--- src/rbpc_pkg.sv ---
// rbpc_pkg: constants, types and register map of the reset/boot/power block
package rbpc_pkg;

  // timing
  localparam int CLK_PERIOD_NS   = 50;
  localparam int HW_RST_MIN_NS   = 100;
  localparam int HW_RST_MIN_CYC  =
    (HW_RST_MIN_NS + CLK_PERIOD_NS - 1) / CLK_PERIOD_NS;
  localparam int RST_STRETCH_CYC = 8;

  // register map
  localparam logic [3:0] ADDR_CTRL       = 4'h0;
  localparam logic [3:0] ADDR_STATUS     = 4'h1;
  localparam logic [3:0] ADDR_WDT_CTRL   = 4'h2;
  localparam logic [3:0] ADDR_WDT_RELOAD = 4'h3;

  // field positions
  localparam int CTRL_MODE_LSB  = 0;
  localparam int CTRL_DIV_LSB   = 2;
  localparam int STAT_CAUSE_LSB = 0;
  localparam int STAT_BOOT_LSB  = 4;
  localparam int STAT_RAM_BIT   = 6;
  localparam int STAT_JTAG_BIT  = 7;
  localparam int WDT_EN_BIT     = 0;
  localparam int WDT_SERV_BIT   = 1;

  // reset values
  localparam logic [2:0]  DIV_RST        = 3'h0;
  localparam logic [7:0]  WDT_RELOAD_RST = 8'hff;
  localparam logic [7:0]  WDT_LOW_FILL   = 8'hff;
  localparam logic [15:0] PC_START       = 16'h0000;

  typedef enum logic [1:0] {
    BOOT_USER      = 2'h0,
    BOOT_LOADER    = 2'h1,
    BOOT_DEBUG     = 2'h2,
    BOOT_JTAG_USER = 2'h3
  } rbpc_boot_t;

  typedef enum logic [1:0] {
    PM_RUN   = 2'h0,
    PM_IDLE  = 2'h1,
    PM_SLOW  = 2'h2,
    PM_PDOWN = 2'h3
  } rbpc_pm_t;

  typedef enum logic [2:0] {
    ST_RESET = 3'h0,
    ST_RUN   = 3'h1,
    ST_SLOW  = 3'h3,
    ST_IDLE  = 3'h2,
    ST_PDOWN = 3'h6
  } rbpc_state_t;

  typedef struct packed {
    logic osc_en;
    logic pll_en;
    logic evr_on;
    logic cpu_clk_en;
    logic periph_clk_en;
  } rbpc_clk_t;

  typedef struct packed {
    logic wake;
    logic wdt;
    logic hw;
    logic por;
  } rbpc_cause_t;

  typedef struct packed {
    logic boot_mode_pin;
    logic tms;
    logic port_zero_bit_zero;
  } rbpc_strap_t;

  typedef struct packed {
    rbpc_boot_t  mode;
    logic        jtag_hot_attach;
    logic [15:0] pc_start;
  } rbpc_boot_info_t;

endpackage

--- src/rbpc_reset_sync.sv ---
// rbpc_reset_sync: synchroniser and width filter for the external reset pin
module rbpc_reset_sync (
  input  logic clk_sys_in,
  input  logic rst_in,
  input  logic ext_reset_n_in,
  output logic hw_reset_out
);
  import rbpc_pkg::*;

  logic       meta_reg, meta_next;
  logic       sync_reg, sync_next;
  logic [2:0] cnt_reg, cnt_next;
  logic       hw_reg, hw_next;

  always_comb begin
    meta_next = ext_reset_n_in;
    sync_next = meta_reg;
    if (sync_reg) begin
      cnt_next = 3'h0;
    end else if (cnt_reg < 3'(HW_RST_MIN_CYC)) begin
      cnt_next = cnt_reg + 3'h1;
    end else begin
      cnt_next = cnt_reg;
    end
    // shorter glitches never reach the core
    hw_next = (cnt_next == 3'(HW_RST_MIN_CYC));
  end

  always_ff @(posedge clk_sys_in or posedge rst_in) begin
    if (rst_in) begin
      meta_reg <= 1'b1;
      sync_reg <= 1'b1;
      cnt_reg  <= 3'h0;
      hw_reg   <= 1'b0;
    end else begin
      meta_reg <= meta_next;
      sync_reg <= sync_next;
      cnt_reg  <= cnt_next;
      hw_reg   <= hw_next;
    end
  end

  assign hw_reset_out = hw_reg;

  a_pin_low_seen: assert property (
    @(posedge clk_sys_in) disable iff (rst_in)
    (!ext_reset_n_in) [*4] |=> hw_reset_out)
    else $error("held reset pin not recognised");

  a_pin_high_free: assert property (
    @(posedge clk_sys_in) disable iff (rst_in)
    ext_reset_n_in [*3] |=> !hw_reset_out)
    else $error("reset not released after pin high");

endmodule

--- src/rbpc_clk_div.sv ---
// rbpc_clk_div: common clock-enable divider for slow-down mode
module rbpc_clk_div (
  input  logic       clk_sys_in,
  input  logic       rst_in,
  input  logic       enable_in,
  input  logic [2:0] factor_in,
  output logic       tick_out
);
  import rbpc_pkg::*;

  logic [2:0] cnt_reg, cnt_next;
  logic       tick_reg, tick_next;

  always_comb begin
    if (!enable_in || cnt_reg >= factor_in) begin
      cnt_next = 3'h0;
    end else begin
      cnt_next = cnt_reg + 3'h1;
    end
    // one tick every factor+1 cycles; full rate when disabled
    tick_next = !enable_in || (cnt_reg >= factor_in);
  end

  always_ff @(posedge clk_sys_in or posedge rst_in) begin
    if (rst_in) begin
      cnt_reg  <= 3'h0;
      tick_reg <= 1'b1;
    end else begin
      cnt_reg  <= cnt_next;
      tick_reg <= tick_next;
    end
  end

  assign tick_out = tick_reg;

  a_div_spacing: assert property (
    @(posedge clk_sys_in) disable iff (rst_in)
    enable_in && $past(enable_in) && tick_out && factor_in != 3'h0
    && $stable(factor_in) |=> enable_in && !tick_out || !enable_in)
    else $error("divider ticked twice in a row");

endmodule

--- src/rbpc_top.sv ---
// rbpc_top: reset recognition, boot selection and power-saving control
//////////////////////////////////////////////////////////////////////////////
// Operation
// - hardware reset honoured in normal operation and in power-down
// - watchdog expiry forces a full device reset
// - reset in power-down flagged as wake-up; ram kept, lost on power-on
// - wake-up reset switches the voltage regulator back on
// - after power-on or hardware reset sample the three boot straps
// - boot pin 1, tms 0: user mode, oscillator/pll on, start 0000
// - boot pin 0, tms 0: bootstrap loader mode, start 0000
// - 0,1,0 selects debug mode, refused when flash is protected
// - 1,1,0 selects user mode with jtag hot attach
// - idle stops only the cpu clock
// - slow-down divides cpu and peripheral clocks by one factor
// - power-down switches oscillator and pll off
//////////////////////////////////////////////////////////////////////////////
//
// Design decisions made here: the address map and the address-and-strobe port.
module rbpc_top (
  input  logic                      clk_sys_in,
  input  logic                      rst_in,
  input  logic                      ext_reset_n_in,
  input  rbpc_pkg::rbpc_strap_t     strap_in,
  input  logic                      flash_protected_in,
  input  logic                      wake_event_in,
  input  logic [3:0]                addr_in,
  input  logic [7:0]                wdata_in,
  input  logic                      wr_in,
  input  logic                      rd_in,
  output logic [7:0]                rdata_out,
  output logic                      sys_reset_out,
  output rbpc_pkg::rbpc_clk_t       clk_ctl_out,
  output rbpc_pkg::rbpc_boot_info_t boot_out,
  output rbpc_pkg::rbpc_cause_t     cause_out,
  output logic                      ram_valid_out
);
  import rbpc_pkg::*;

  //////////////////////////////////////////////////////////////////////////
  // strap decode

  function automatic rbpc_boot_info_t decode_boot(input rbpc_strap_t s,
                                                  input logic prot);
    rbpc_boot_info_t b;
    b.pc_start        = PC_START;
    b.jtag_hot_attach = 1'b0;
    b.mode            = BOOT_USER;
    if (!s.tms) begin
      b.mode = s.boot_mode_pin ? BOOT_USER : BOOT_LOADER;
    end else if (!s.port_zero_bit_zero) begin
      if (s.boot_mode_pin) begin
        b.mode            = BOOT_JTAG_USER;
        b.jtag_hot_attach = 1'b1;
      end else if (!prot) begin
        b.mode = BOOT_DEBUG;
      end
    end
    return b;
  endfunction

  //////////////////////////////////////////////////////////////////////////
  // submodules

  logic hw_level;
  logic div_tick;
  logic div_en;

  rbpc_reset_sync u_sync (
    .clk_sys_in     (clk_sys_in),
    .rst_in         (rst_in),
    .ext_reset_n_in (ext_reset_n_in),
    .hw_reset_out   (hw_level)
  );

  logic [2:0] div_reg, div_next;

  rbpc_clk_div u_div (
    .clk_sys_in (clk_sys_in),
    .rst_in     (rst_in),
    .enable_in  (div_en),
    .factor_in  (div_reg),
    .tick_out   (div_tick)
  );

  //////////////////////////////////////////////////////////////////////////
  // state

  rbpc_state_t     state_reg, state_next;
  logic [3:0]      stretch_reg, stretch_next;
  rbpc_cause_t     cause_reg, cause_next;
  logic            ram_reg, ram_next;
  rbpc_boot_info_t boot_reg, boot_next;
  rbpc_clk_t       clk_reg, clk_next;
  logic            sysrst_reg, sysrst_next;
  logic            wdt_en_reg, wdt_en_next;
  logic [7:0]      reload_reg, reload_next;
  logic [15:0]     wdt_cnt_reg, wdt_cnt_next;
  logic [7:0]      rdata_reg, rdata_next;
  logic            wdt_expire;
  logic            boot_sample;
  logic            ctrl_wr;
  rbpc_pm_t        pm_req;

  assign div_en      = (state_reg == ST_SLOW);
  assign ctrl_wr     = wr_in && addr_in == ADDR_CTRL;
  assign pm_req      = rbpc_pm_t'(wdata_in[CTRL_MODE_LSB +: 2]);
  assign wdt_expire  = wdt_en_reg && wdt_cnt_reg == 16'h0000
                       && state_reg != ST_RESET && state_reg != ST_PDOWN;
  // watchdog resets keep the previous boot selection
  assign boot_sample = state_reg == ST_RESET && !hw_level
                       && stretch_reg == 4'h0 && !cause_reg.wdt;

  always_comb begin
    state_next   = state_reg;
    stretch_next = stretch_reg;
    cause_next   = cause_reg;
    ram_next     = ram_reg;
    boot_next    = boot_reg;
    div_next     = div_reg;
    if (wr_in && addr_in == ADDR_STATUS) begin
      cause_next = cause_reg & ~rbpc_cause_t'(wdata_in[STAT_CAUSE_LSB +: 4]);
    end
    // set below overrides the clear above
    if (hw_level) begin
      state_next   = ST_RESET;
      stretch_next = 4'(RST_STRETCH_CYC);
      if (state_reg != ST_RESET) begin
        cause_next      = '0;
        cause_next.hw   = 1'b1;
        cause_next.wake = (state_reg == ST_PDOWN);
        ram_next        = 1'b1;
      end
    end else if (wdt_expire) begin
      state_next   = ST_RESET;
      stretch_next = 4'(RST_STRETCH_CYC);
      cause_next   = '0;
      cause_next.wdt = 1'b1;
      ram_next     = 1'b1;
    end else begin
      unique case (state_reg)
        ST_RESET: begin
          if (stretch_reg != 4'h0) begin
            stretch_next = stretch_reg - 4'h1;
          end else begin
            state_next = ST_RUN;
            div_next   = DIV_RST;
            if (boot_sample) begin
              boot_next = decode_boot(strap_in, flash_protected_in);
            end
          end
        end
        ST_RUN, ST_SLOW: begin
          if (ctrl_wr) begin
            div_next = wdata_in[CTRL_DIV_LSB +: 3];
            unique case (pm_req)
              PM_RUN:   state_next = ST_RUN;
              PM_IDLE:  state_next = ST_IDLE;
              PM_SLOW:  state_next = ST_SLOW;
              PM_PDOWN: state_next = ST_PDOWN;
            endcase
          end
        end
        ST_IDLE: begin
          if (wake_event_in) begin
            state_next = ST_RUN;
          end
        end
        // only a hardware reset leaves power-down
        ST_PDOWN: state_next = ST_PDOWN;
        default: state_next = ST_RESET;
      endcase
    end
  end

  //////////////////////////////////////////////////////////////////////////
  // clock gating and reset outputs

  always_comb begin
    clk_next    = '{osc_en: 1'b1, pll_en: 1'b1, evr_on: 1'b1,
                    cpu_clk_en: 1'b1, periph_clk_en: 1'b1};
    sysrst_next = 1'b0;
    unique case (state_reg)
      ST_RESET: begin
        sysrst_next = 1'b1;
        clk_next.evr_on = 1'b1;
      end
      ST_RUN: ;
      ST_IDLE: clk_next.cpu_clk_en = 1'b0;
      ST_SLOW: begin
        clk_next.cpu_clk_en    = div_tick;
        clk_next.periph_clk_en = div_tick;
      end
      ST_PDOWN: begin
        clk_next = '0;
      end
      default: sysrst_next = 1'b1;
    endcase
  end

  //////////////////////////////////////////////////////////////////////////
  // watchdog and register port

  always_comb begin
    wdt_en_next  = wdt_en_reg;
    reload_next  = reload_reg;
    wdt_cnt_next = wdt_cnt_reg;
    if (state_reg == ST_RESET) begin
      wdt_en_next  = 1'b0;
      wdt_cnt_next = {reload_reg, WDT_LOW_FILL};
    end else if (wr_in && addr_in == ADDR_WDT_CTRL) begin
      wdt_en_next = wdata_in[WDT_EN_BIT];
      if (wdata_in[WDT_SERV_BIT] || !wdt_en_reg) begin
        wdt_cnt_next = {reload_reg, WDT_LOW_FILL};
      end
    end else if (wr_in && addr_in == ADDR_WDT_RELOAD) begin
      reload_next = wdata_in;
    end else if (wdt_en_reg && state_reg != ST_PDOWN
                 && wdt_cnt_reg != 16'h0000) begin
      wdt_cnt_next = wdt_cnt_reg - 16'h0001;
    end
    rdata_next = 8'h00;
    if (rd_in) begin
      unique case (addr_in)
        ADDR_CTRL: begin
          rdata_next[CTRL_DIV_LSB +: 3] = div_reg;
          rdata_next[CTRL_MODE_LSB +: 2] =
            (state_reg == ST_IDLE)  ? PM_IDLE  :
            (state_reg == ST_SLOW)  ? PM_SLOW  :
            (state_reg == ST_PDOWN) ? PM_PDOWN : PM_RUN;
        end
        ADDR_STATUS: begin
          rdata_next[STAT_CAUSE_LSB +: 4] = cause_reg;
          rdata_next[STAT_BOOT_LSB +: 2]  = boot_reg.mode;
          rdata_next[STAT_RAM_BIT]        = ram_reg;
          rdata_next[STAT_JTAG_BIT]       = boot_reg.jtag_hot_attach;
        end
        ADDR_WDT_CTRL:   rdata_next[WDT_EN_BIT] = wdt_en_reg;
        ADDR_WDT_RELOAD: rdata_next = reload_reg;
        default:         rdata_next = 8'h00;
      endcase
    end
  end

  always_ff @(posedge clk_sys_in or posedge rst_in) begin
    if (rst_in) begin
      state_reg   <= ST_RESET;
      stretch_reg <= 4'(RST_STRETCH_CYC);
      cause_reg   <= '{wake: 1'b0, wdt: 1'b0, hw: 1'b0, por: 1'b1};
      ram_reg     <= 1'b0;
      boot_reg    <= '{mode: BOOT_USER, jtag_hot_attach: 1'b0,
                       pc_start: PC_START};
      div_reg     <= DIV_RST;
      clk_reg     <= '{osc_en: 1'b1, pll_en: 1'b1, evr_on: 1'b1,
                       cpu_clk_en: 1'b0, periph_clk_en: 1'b0};
      sysrst_reg  <= 1'b1;
      wdt_en_reg  <= 1'b0;
      reload_reg  <= WDT_RELOAD_RST;
      wdt_cnt_reg <= 16'hffff;
      rdata_reg   <= 8'h00;
    end else begin
      state_reg   <= state_next;
      stretch_reg <= stretch_next;
      cause_reg   <= cause_next;
      ram_reg     <= ram_next;
      boot_reg    <= boot_next;
      div_reg     <= div_next;
      clk_reg     <= clk_next;
      sysrst_reg  <= sysrst_next;
      wdt_en_reg  <= wdt_en_next;
      reload_reg  <= reload_next;
      wdt_cnt_reg <= wdt_cnt_next;
      rdata_reg   <= rdata_next;
    end
  end

  assign rdata_out     = rdata_reg;
  assign sys_reset_out = sysrst_reg;
  assign clk_ctl_out   = clk_reg;
  assign boot_out      = boot_reg;
  assign cause_out     = cause_reg;
  assign ram_valid_out = ram_reg;

  //////////////////////////////////////////////////////////////////////////
  // checks

  a_hw_reset_entry: assert property (
    @(posedge clk_sys_in) disable iff (rst_in)
    hw_level |=> state_reg == ST_RESET ##1 sys_reset_out)
    else $error("hardware reset not taken");

  a_wdt_reset_entry: assert property (
    @(posedge clk_sys_in) disable iff (rst_in)
    wdt_expire && !hw_level |=> state_reg == ST_RESET && cause_reg.wdt)
    else $error("watchdog expiry did not reset");

  a_wake_cause: assert property (
    @(posedge clk_sys_in) disable iff (rst_in)
    state_reg == ST_PDOWN && hw_level |=> cause_reg.wake && ram_valid_out)
    else $error("wake-up reset not flagged");

  a_evr_back_on: assert property (
    @(posedge clk_sys_in) disable iff (rst_in)
    state_reg == ST_PDOWN && hw_level |=> ##1 clk_ctl_out.evr_on)
    else $error("regulator not restored on wake-up");

  a_boot_user: assert property (
    @(posedge clk_sys_in) disable iff (rst_in)
    boot_sample && strap_in.boot_mode_pin && !strap_in.tms
    |=> boot_out.mode == BOOT_USER && boot_out.pc_start == PC_START)
    else $error("user boot not selected");

  a_boot_loader: assert property (
    @(posedge clk_sys_in) disable iff (rst_in)
    boot_sample && !strap_in.boot_mode_pin && !strap_in.tms
    |=> boot_out.mode == BOOT_LOADER)
    else $error("loader boot not selected");

  a_debug_locked: assert property (
    @(posedge clk_sys_in) disable iff (rst_in)
    boot_sample && strap_in == 3'b010
    |=> boot_out.mode == (flash_protected_in ? BOOT_USER : BOOT_DEBUG))
    else $error("debug boot gating wrong");

  a_jtag_user: assert property (
    @(posedge clk_sys_in) disable iff (rst_in)
    boot_sample && strap_in == 3'b110
    |=> boot_out.mode == BOOT_JTAG_USER && boot_out.jtag_hot_attach)
    else $error("jtag user boot not selected");

  a_undef_default: assert property (
    @(posedge clk_sys_in) disable iff (rst_in)
    boot_sample && strap_in.tms && strap_in.port_zero_bit_zero
    |=> boot_out.mode == BOOT_USER && !boot_out.jtag_hot_attach)
    else $error("undefined straps not mapped to user");

  a_idle_cpu_only: assert property (
    @(posedge clk_sys_in) disable iff (rst_in)
    state_reg == ST_IDLE && $past(state_reg) == ST_IDLE
    |-> !clk_ctl_out.cpu_clk_en && clk_ctl_out.periph_clk_en
        && clk_ctl_out.osc_en && clk_ctl_out.pll_en)
    else $error("idle gating wrong");

  a_slow_common: assert property (
    @(posedge clk_sys_in) disable iff (rst_in)
    $past(state_reg) == ST_SLOW
    |-> clk_ctl_out.cpu_clk_en == clk_ctl_out.periph_clk_en)
    else $error("slow-down enables differ");

  a_pdown_osc_off: assert property (
    @(posedge clk_sys_in) disable iff (rst_in)
    $past(state_reg) == ST_PDOWN
    |-> !clk_ctl_out.osc_en && !clk_ctl_out.pll_en)
    else $error("oscillator left on in power-down");

endmodule

--- config.mk ---
export PLATFORM = sky130hd
export DESIGN_NAME = rbpc_top
export DESIGN_NICKNAME = d
export VERILOG_FILES = /design/src/rbpc_pkg.sv /design/src/rbpc_reset_sync.sv /design/src/rbpc_clk_div.sv /design/src/rbpc_top.sv
export SDC_FILE = /design/constraint.sdc
export NUM_CORES = 1
export LEC_CHECK = 0
export BUFFER_PORTS_ARGS = -buffer_cell sky130_fd_sc_hd__buf_2
export CORE_MARGIN = 2
export CORE_UTILIZATION = 60
export CTS_CLUSTER_SIZE = 12
export DETAILED_ROUTE_END_ITERATION = 8
export MAX_ROUTING_LAYER = met4
export PLACE_DENSITY = 0.85
export REMOVE_ABC_BUFFERS = 1
export SLEW_MARGIN = 40
export SYNTH_ARGS = -nofsm -noshare
export SYNTH_HDL_FRONTEND = slang
export SYNTH_SLANG_ARGS = --single-unit
--- constraint.sdc ---
create_clock -name clk_sys_in -period 7.65 [get_ports clk_sys_in]
set_clock_uncertainty 0.15 [all_clocks]
set_input_delay 1.53 -clock clk_sys_in [delete_from_list [all_inputs] [get_ports clk_sys_in]]
set_output_delay 1.53 -clock clk_sys_in [all_outputs]
set_load 0.03 [all_outputs]
# Yosys cells after proc, flatten, opt, wreduce, memory -nomap -nowiden
# Cells that the tools add are included.
word_totals:
  ff_bits: 67
  input_bits: 22
  output_inout_bits: 38
  word_cells: 151
op_classes:
  add_sub_neg: 4
  n_lt_le_gt_ge: 2
  n_eq_ne: 20
  mux: 50
  bitwise_logic: 7
  reduce_logical: 42
ops:
  columns: ["cell", "count"]
  rows:
  - ["two-way mux 16 bit", 5]
  - ["two-way mux 3 bit", 11]
  - ["two-way mux 4 bit", 8]
  - ["one-hot mux 3 bit (4 select lines)", 2]
  - ["logical NOT 16 bit", 1]
  - ["nonzero test 16 bit", 1]
  - ["subtractor 16 x 1 -> 16 bit, second input constant", 1]
  - ["two-way mux 2 bit", 7]
  - ["logical AND 1 bit", 12]
  - ["inequality test 4 x 3 -> 1 bit, second input constant", 3]
  - ["one-hot mux 3 bit (2 select lines)", 2]
  - ["one-hot mux 4 bit (3 select lines)", 1]
  - ["nonzero test 3 bit", 4]
  - ["two-way mux 1 bit", 10]
  - ["AND reduction 5 bit", 2]
  - ["== test 3 x 2 -> 1 bit, second input constant", 3]
  - ["AND reduction 3 bit", 3]
  - ["== test 4 x 2 -> 1 bit, second input constant", 2]
  - ["logical NOT 4 bit", 2]
  - ["two-way mux 8 bit", 1]
  - ["adder 3 x 1 -> 3 bit, second input constant", 2]
  - ["inequality test 2 bit, second input constant", 3]
  - ["inequality test 3 bit, second input constant", 2]
  - ["nonzero test 2 bit", 3]
  - ["22 further kinds", 34]

# Longest topological paths before layout
# Gate-level depths: netlist (run 1).
depth:
  depth_word: 7
  depth_mapped: 9
  ltp_nobuf: 7

# Hierarchy
# Synthesis (run 1) repeated with hierarchy kept, for this count alone.
hier_totals:
  cells_unflattened: 367
  area_unflattened_um2: 3783.6
by_module_without_submodules:
  columns: ["mod", "n_inst", "cells_each", "area_each_um2", "seq_area_each_um2"]
  rows:
  - ["rbpc_top", 1, 325, 3258.1, 1411.4]
  - ["rbpc_clk_div", 1, 22, 285.3, 101.3]
  - ["rbpc_reset_sync", 1, 20, 240.2, 152.6]

# Worst setup path after synthesis (run 1)
# No wires, ideal clock.
synth_path:
  path_type: "input port to flip-flop"
  startpoint: "in addr_in[0]"
  endpoint: "reg div_reg[1]"
  setup_ns: 0.123
  arrival_ns: 2.940
  required_time_ns: 7.377
  slack_ns: 4.438
  cell_stages: 6
  path_buffers: 1
  cell_sequence: "or3_1 nor2_1 a21oi_1 or4_4 buf_6 mux2i_1"
synth_between:
  elab_chain_len: 4
synth_rtl:
  columns: ["item", "line_no", "text"]
  rows:
  - ["from (decl)", "rbpc_top.sv:26", "input logic [3:0] addr_in,"]
  - ["logical NOT 4 bit", "rbpc_top.sv:105", "assign ctrl_wr = wr_in && addr_in == ADDR_CTRL;"]
  - ["logical AND 1 bit", "rbpc_top.sv:105", null]
  - ["inequality test 2 bit (no line)", null, null]
  - ["AND reduction 5 bit (no line)", null, null]
  - ["to (signal assigned)", "rbpc_top.sv:266", "div_reg <= div_next;"]
  - ["to (decl)", "rbpc_top.sv:75", "logic [2:0] div_reg, div_next;"]
# No other way between the ends.
# A chain may end at the register's enable or synchronous reset.

# Worst setup path after layout (run 1)
layout_path:
  startpoint: "in addr_in[0]"
  endpoint: "reg wdt_cnt_reg[9]"
layout_between:
  elab_chain_len: 4
  word_cells_on_any_way: 10
  cone_classes: "4 x eq/ne; 2 x mux; 4 x reduce/logical"
layout_rtl:
  columns: ["item", "line_no", "text"]
  rows:
  - ["== test 4 x 2 -> 1 bit (on tied branches)", "rbpc_top.sv:210, rbpc_top.sv:215", null]
  - ["logical AND 1 bit (on tied branches)", "rbpc_top.sv:210, rbpc_top.sv:215", null]
  - ["inequality test 3 x 2 -> 1 bit (no line), or another cell as far along", null, null]
  - ["AND reduction 3 bit (no line) or two-way mux 16 bit (tied branches)", null, null]
  - ["to (signal assigned)", "rbpc_top.sv:271", "wdt_cnt_reg <= wdt_cnt_next;"]
  - ["to (decl)", "rbpc_top.sv:97", "logic [15:0] wdt_cnt_reg, wdt_cnt_next;"]
# Several ways; a longest one is shown, not always the timed one.

==> results of run 1 <==
[cells in the mapped netlist (all sizes together) (3+ instances only)]
library cell	n
a211oi	3
a21oi	27
a22o	7
a31oi	10
and2	3
buf	25
clkbuf	6
dfrtp	34
dfstp	31
ha	8
inv	15
mux2	11
mux2i	9
nand2	28
nand2b	8
nand3	5
nand4	3
nor2	30
nor2b	6
nor3	8
nor4	5
o21ai	23
or2	3
or3	5
or4	4
[worst max-delay path: stages]
cell and delay [ns]:
buf_2 0.19, or3_1 0.47, nor2_1 0.24, a21oi_1 0.14
a21oi_4 0.54, o21ai_0 0.19, a22o_1 0.27
[layout make-up]
type                       count  area, µm²
clock buffer                   9        124
clock inverter                 7       80.1
fill                         414       1670
inverter                      15       56.3
multi-input combinational    247       1590
sequential                    65       1670
tap                           72       90.1
timing repair buffer          45        234
[stage by stage]
stage	utilization [%]	setup slack [ns]	hold slack [ns]	cell area, µm²	power, µW
after floorplan	-	4.17	0.195	3290	879
after global placement	65.5	3.73	0.197	3610	981
after detailed placement	65.8	3.86	0.198	3620	1020
after CTS	69.5	4.22	0.210	3830	1320
after global routing	69.7	4.01	0.218	3840	1390
final	69.7	4.20	0.208	3840	1320
[metal layers]
metal | wire length, µm | share of wire, % | vias up | GRT usage [%]
li1 | - | - | 1261 | -
met5 | 0 | 0 | - | -
met4 | 123 | 1.6 | 0 | 8.62
met3 | 493 | 6.6 | 11 | 6.00
met1 | 3120 | 42 | 1311 | 31.1
met2 | 3720 | 50 | 109 | 42.3
[cells by family (layout without fill, tap and decap cells)]
| logic type | Yosys count | count (layout) |
|---|---|---|
| AO/OA/AOI/OAI | 81 | 81 |
| XOR/XNOR | 3 | 3 |
| adder cells (fa/ha/maj) | 8 | 8 |
| buffers and inverters | 46 | 76 |
| flip-flops | 65 | 65 |
| multiplexers | 21 | 21 |
| other | 1 | 16 |
| AND/OR/NAND/NOR | 118 | 118 |
[worst paths after layout]
path                                  from               to  slack [ns]  depth (start not counted)
hold / removal             u_sync.meta_reg  u_sync.sync_reg        0.21                          0
hold reg to reg            u_sync.meta_reg  u_sync.sync_reg        0.21                          0
max in group asynchronous           rst_in   clk_ctl_out[2]        5.79                          3
min in group asynchronous           rst_in     rdata_out[7]        1.15                          3
setup / recovery                addr_in[0]   wdt_cnt_reg[9]        4.20                          7
setup reg to reg            wdt_cnt_reg[9]     boot_out[18]        4.86                          6
[report_power, final]
group	total (µW)	switching (µW)	internal (µW)	leakage [µW]
clock network	298	145	153	0.0000960
logic	468	279	189	0.000864
registers	553	87.4	465	0.000763
total	1320	512	807	0.00172
==> results.ini, run 1 <==
[run_status]
status=complete, no violations

[logic_synthesis]
ys_types=59
synth-compound-area-share_pct=14.3
netlist.top_cell.by_area=dfrtp_1
ys_seq_area_share_pct=48.5
synth_edf_count=0
synth.cell_area_um2=3430
synth.top_cell.area_share_pct=24.8
yosys.area_share.simple_pct=18.6
syn_inst=343
synth_top_family_by_area=simple AND/OR/NAND/NOR gates
yosys_warnings=0
synth.avg_cell_area_um2=10.0
synth_mux_area_share_pct=7.22
ys.flop_type=dfrtp_1
synth-seq-cells=65
synthTopCellsByArea=dfrtp_1, dfstp_2, buf_4
async_reset_ff_share_pct=100
synth_xor_area_share_pct=0.765
synth_fa_ha_area_share_pct=2.92

[grt]
grt_pass1_wl_um=11900
grt_max_degree=66
track_usage_pct=25.6
grt_pass1_vias=2619
gr-total-overflow=0
antenna_found_initial=0

[critical_path]
cp-start-kind=input pin
critPathArrivalTime_ns=3.58
criticalPathCategory=in2reg
crit_required_ns=7.78
crit_fanout=26
end_kind=flip-flop

[placement]
gp_congestion=0.964
dp_cells=444
dp_hpwl_um=5240
portBuffers=43

[cts]
h-tree-depth=3
cts_tree=built
clock-sinks=65
insertion_delay_ns=0.36
cts_hold_buf=0
cts_resized=0
cts-buffers-inserted=9
cts_buffer_depth=2
cts.clk_slew.worst_paths_ns=0.08
cts_root_buf=clkbuf_8
cts_setup_buffers=0

[layout]
most-common-layout-cells=buf_2, dfrtp_1, dfstp_2
largest_reg_flops=16
antenna_cells=0
final_nets=413
drive_gt1_share_pct=31.2
finalNonFillerCells=460
area_delta_synth_final_pct=11.8
layout_commonest_cell=buf_2

[sta]
slew_violations=0
clock.fmax_ghz=0.290
slew_headroom_pct=49.8
min_period_over_period_pct=45.0
hold_viol_final=0
worst_pin_slew_ns=0.749
rsz0062_at_grt=false
setup_viol=0
finalSetupTns_ns=0
period_needed_ns=3.45

[route]
final_antenna_net_count=0
dr.pass1.iters=5
vias_per_cell=5.85
drt_iter0_drc=158
routedWlPerCell_um=16.2
routed-via-count=2692
drc=0
totalWireLength_um=7460

[die]
die_area_um2=6340
core_um2=5510
die_y_um=79.6
rows=27
start_util_pct=62.3
die_x_um=79.6
io_pins=60

[power_and_ir_drop]
p_leak_uw=0.00172
p_per_area_nw_per_um2=344
peakVddDrop_v=0.000197

[hold_path]
hp-class=reg2reg

[job]
cap_violations=0

Power figures use the tool's default switching activity.
==> run 2: changes to the inputs <==
Settings changed: ABC_AREA from default to 1, CORE_UTILIZATION 60 to 57, PLACE_DENSITY 0.85 to 0.8.
Clock period 7.65 ns to 3.4 ns, I/O delays scaled along.
==> run 2 against run 1 <==
  * Non-clock buffer count shrank 1
  * Synthesized area grew 13%
  * Critical path depth shrank 6
  * Final area grew 12%
  * Cell count grew 33%
  * Critical endpoint is now cause_out[0]
  * Largest cell class is now multi-input gates
  * Largest power group is now combinational cells
==> results.ini, run 2 <==
[layout]
drive_gt1_share_pct=27.3  ; -3.8 points
antenna_cells=0  ; unchanged
layout_commonest_cell=nand2_1
area_delta_synth_final_pct=10.8
design_area_um2=4290  ; +12%
most-common-layout-cells=nand2_1, inv_1, nor2_1
largest_reg_flops=16  ; unchanged
final_nets=559  ; +35%

[cts]
insertion_delay_ns=0.35  ; about the same
cts_resized=0  ; unchanged
clock-sinks=65  ; unchanged
cts_setup_buffers=0  ; unchanged
cts_root_buf=clkbuf_8
cts_hold_buf=0  ; unchanged
cts_tree=built
cts-buffers-inserted=9  ; unchanged
h-tree-depth=3  ; unchanged
cts.clk_slew.worst_paths_ns=0.07  ; about the same
cts_buffer_depth=2  ; unchanged

[logic_synthesis]
synth.avg_cell_area_um2=8.07  ; -19%
yosys_warnings=0  ; unchanged
synth.cell_area_um2=3870  ; +13%
synth_edf_count=0  ; unchanged
syn_inst=480  ; +40%
netlist.top_cell.by_area=dfrtp_1
synth.top_cell.area_share_pct=22.0  ; -2.8 points
async_reset_ff_share_pct=100  ; unchanged
synth_most_common_cell=nand2_1
ys_seq_area_share_pct=43.0  ; -5.5 points
synth_commonest_cells=nand2_1, inv_1, nor2_1
synth-seq-cells=65  ; unchanged
ys.flop_type=dfrtp_1
ys_types=41  ; -31%
synthTopCellsByArea=dfrtp_1, dfstp_2, nand2_1

[sta]
rsz0062_at_grt=false
setup_viol=0  ; unchanged
hold_viol_final=0  ; unchanged
finalSetupTns_ns=0  ; unchanged
worst_pin_slew_ns=0.519  ; -0.229 ns
period_needed_ns=1.94
slew_violations=0  ; unchanged
slew_headroom_pct=65.4  ; +16 points
min_period_over_period_pct=56.9
fin_ws_ns=1.46  ; -2.74 ns
clock.fmax_ghz=0.516

[critical_path]
cp_top_family=flip-flops
criticalPathCategory=reg2out
r2r_setup_slack_ns=1.54  ; -3.32 ns
critPathArrivalTime_ns=1.11  ; -2.47 ns
worst-path-buf-inv=1  ; unchanged
crit_slowest_cell=dfstp_2
crit_chain=buf_2
crit_required_ns=2.57  ; -5.21 ns
end_kind=primary output
cp-start-kind=flip-flop
slowest_delay_ns=0.56  ; +0.02 ns
crit_fanout=3  ; -88%

[power_and_ir_drop]
intPower_uw=2120  ; +160%
netSwitchingPower_uw=1660  ; +230%
clockPowerShare_pct=19.4  ; -3.2 points
switching_share_pct=44.0  ; +5.2 points
peakVddDrop_v=0.000531  ; +170%
p_leak_uw=0.00219  ; +27%
pwr-share-seq_pct=37.2  ; -4.7 points
p_per_area_nw_per_um2=882  ; +160%
p_comb_share_pct=43.3  ; +7.8 points

[die]
core_um2=6680  ; +21%
start_util_pct=58.0  ; -4.4 points
die_area_um2=7470  ; +18%
die_x_um=86.5  ; +8.5%
io_pins=60  ; unchanged
die_y_um=86.5  ; +8.5%
rows=30  ; +11%

[route]
final_antenna_net_count=0  ; unchanged
vias_per_cell=5.20  ; -11%
routed-via-count=3193  ; +19%
totalWireLength_um=8360  ; +12%
drc=0  ; unchanged
drt_iter0_drc=219  ; +39%
dr.pass1.iters=4  ; -1
routedWlPerCell_um=13.6  ; -16%

[grt]
use_met2_pct=41.3  ; -1.0 points
grt_pass1_wl_um=14200  ; +19%
track_usage_pct=24.8  ; -0.75 points
busiest_layer=met2
grt_pass1_vias=3234  ; +23%
gr-total-overflow=0  ; unchanged
use_met3_pct=4.95  ; -1.0 points
antenna_found_initial=0  ; unchanged
grt_max_degree=43  ; -35%
use_met1_pct=29.4  ; -1.7 points

[run_status]
status=complete, no violations

[placement]
pre_cts_ws_ns=1.27  ; -2.59 ns
place_area_um2=4070  ; +12%
dp_hpwl_um=6270  ; +20%
portBuffers=43  ; unchanged
gp_congestion=0.900  ; -6.6%

[hold_path]
hp-class=in2async

[job]
cap_violations=0  ; unchanged

[run 2: changes by cell type after synthesis, moves of 9 or more]
cell	before	now
inv_1	15	67
a31oi_1	10	0
a21oi_1	26	14
nand4_1	3	13
nand3_1	5	25
nor2_1	30	58
nand2_2	1	15
mux2i_1	9	0
nand2_1	27	109
[run 2: path summary, 6_finish.rpt]
path / startpoint / to / cells past startpoint
worst max-delay path: cause_out[0] / cause_out[0] / 1
worst min-delay path: rst_in / stretch_reg[2] / 2
worst max register to register: wdt_cnt_reg[0] / state_reg[0] / 9
worst min register to register: u_sync.meta_reg / u_sync.sync_reg / 0
max in group asynchronous: rst_in / wdt_cnt_reg[11] / 3
min in group clk_sys_in: u_sync.meta_reg / u_sync.sync_reg / 0
[run 2: logic make-up (layout without fill, tap and decap cells)]
kind of cell | Yosys count | count (layout) | share of synthesized area [%]
other | 1 | 16 | 0.0968
AOI/OAI and AO/OA | 56 | 56 | 8.59
adders and majority gates | 8 | 8 | 2.58
xor gates and xnor gates | 4 | 4 | 0.904
DFF | 65 | 65 | 43.0
buffers and inverters | 96 | 135 | 12.2
and+or+nand+nor | 250 | 250 | 32.7
[run 2: power groups by stage]
stage / Combinational, µW / Sequential, µW / Clock [µW]
CTS: 1660 / 1410 / 753
finish: 1640 / 1410 / 736
global route: 1860 / 1440 / 778
global placement: 1570 / 1400 / 0
floorplan: 1230 / 1430 / 0
detailed placement: 1640 / 1410 / 0
[run 2: cell type report]
class	count	area [µm²]
Clock buffer	9	124
Clock inverter	7	93.8
Fill cell	598	2390
Inverter	75	292
Multi-Input combinational cell	334	1790
Sequential cell	65	1670
Tap cell	80	100
Timing Repair Buffer	44	223
[run 2: routing by layer]
layer,routed length (µm),vias to the layer above
met1,3460,1491
met5,0,-
li1,-,1587
met2,4290,96
met3,409,19
met4,206,0
[run 2: metrics by stage]
step / power [µW] / hold slack, ns / instances / util [%]
floorplan: 2660 / 0.195 / 474 / -
global placement: 2970 / 0.200 / 598 / 61.0
detailed placement: 3050 / 0.199 / 598 / 61.0
CTS: 3820 / 0.206 / 614 / 64.2
global route: 4080 / 0.214 / 614 / 64.2
finish: 3790 / 0.205 / 614 / 64.2
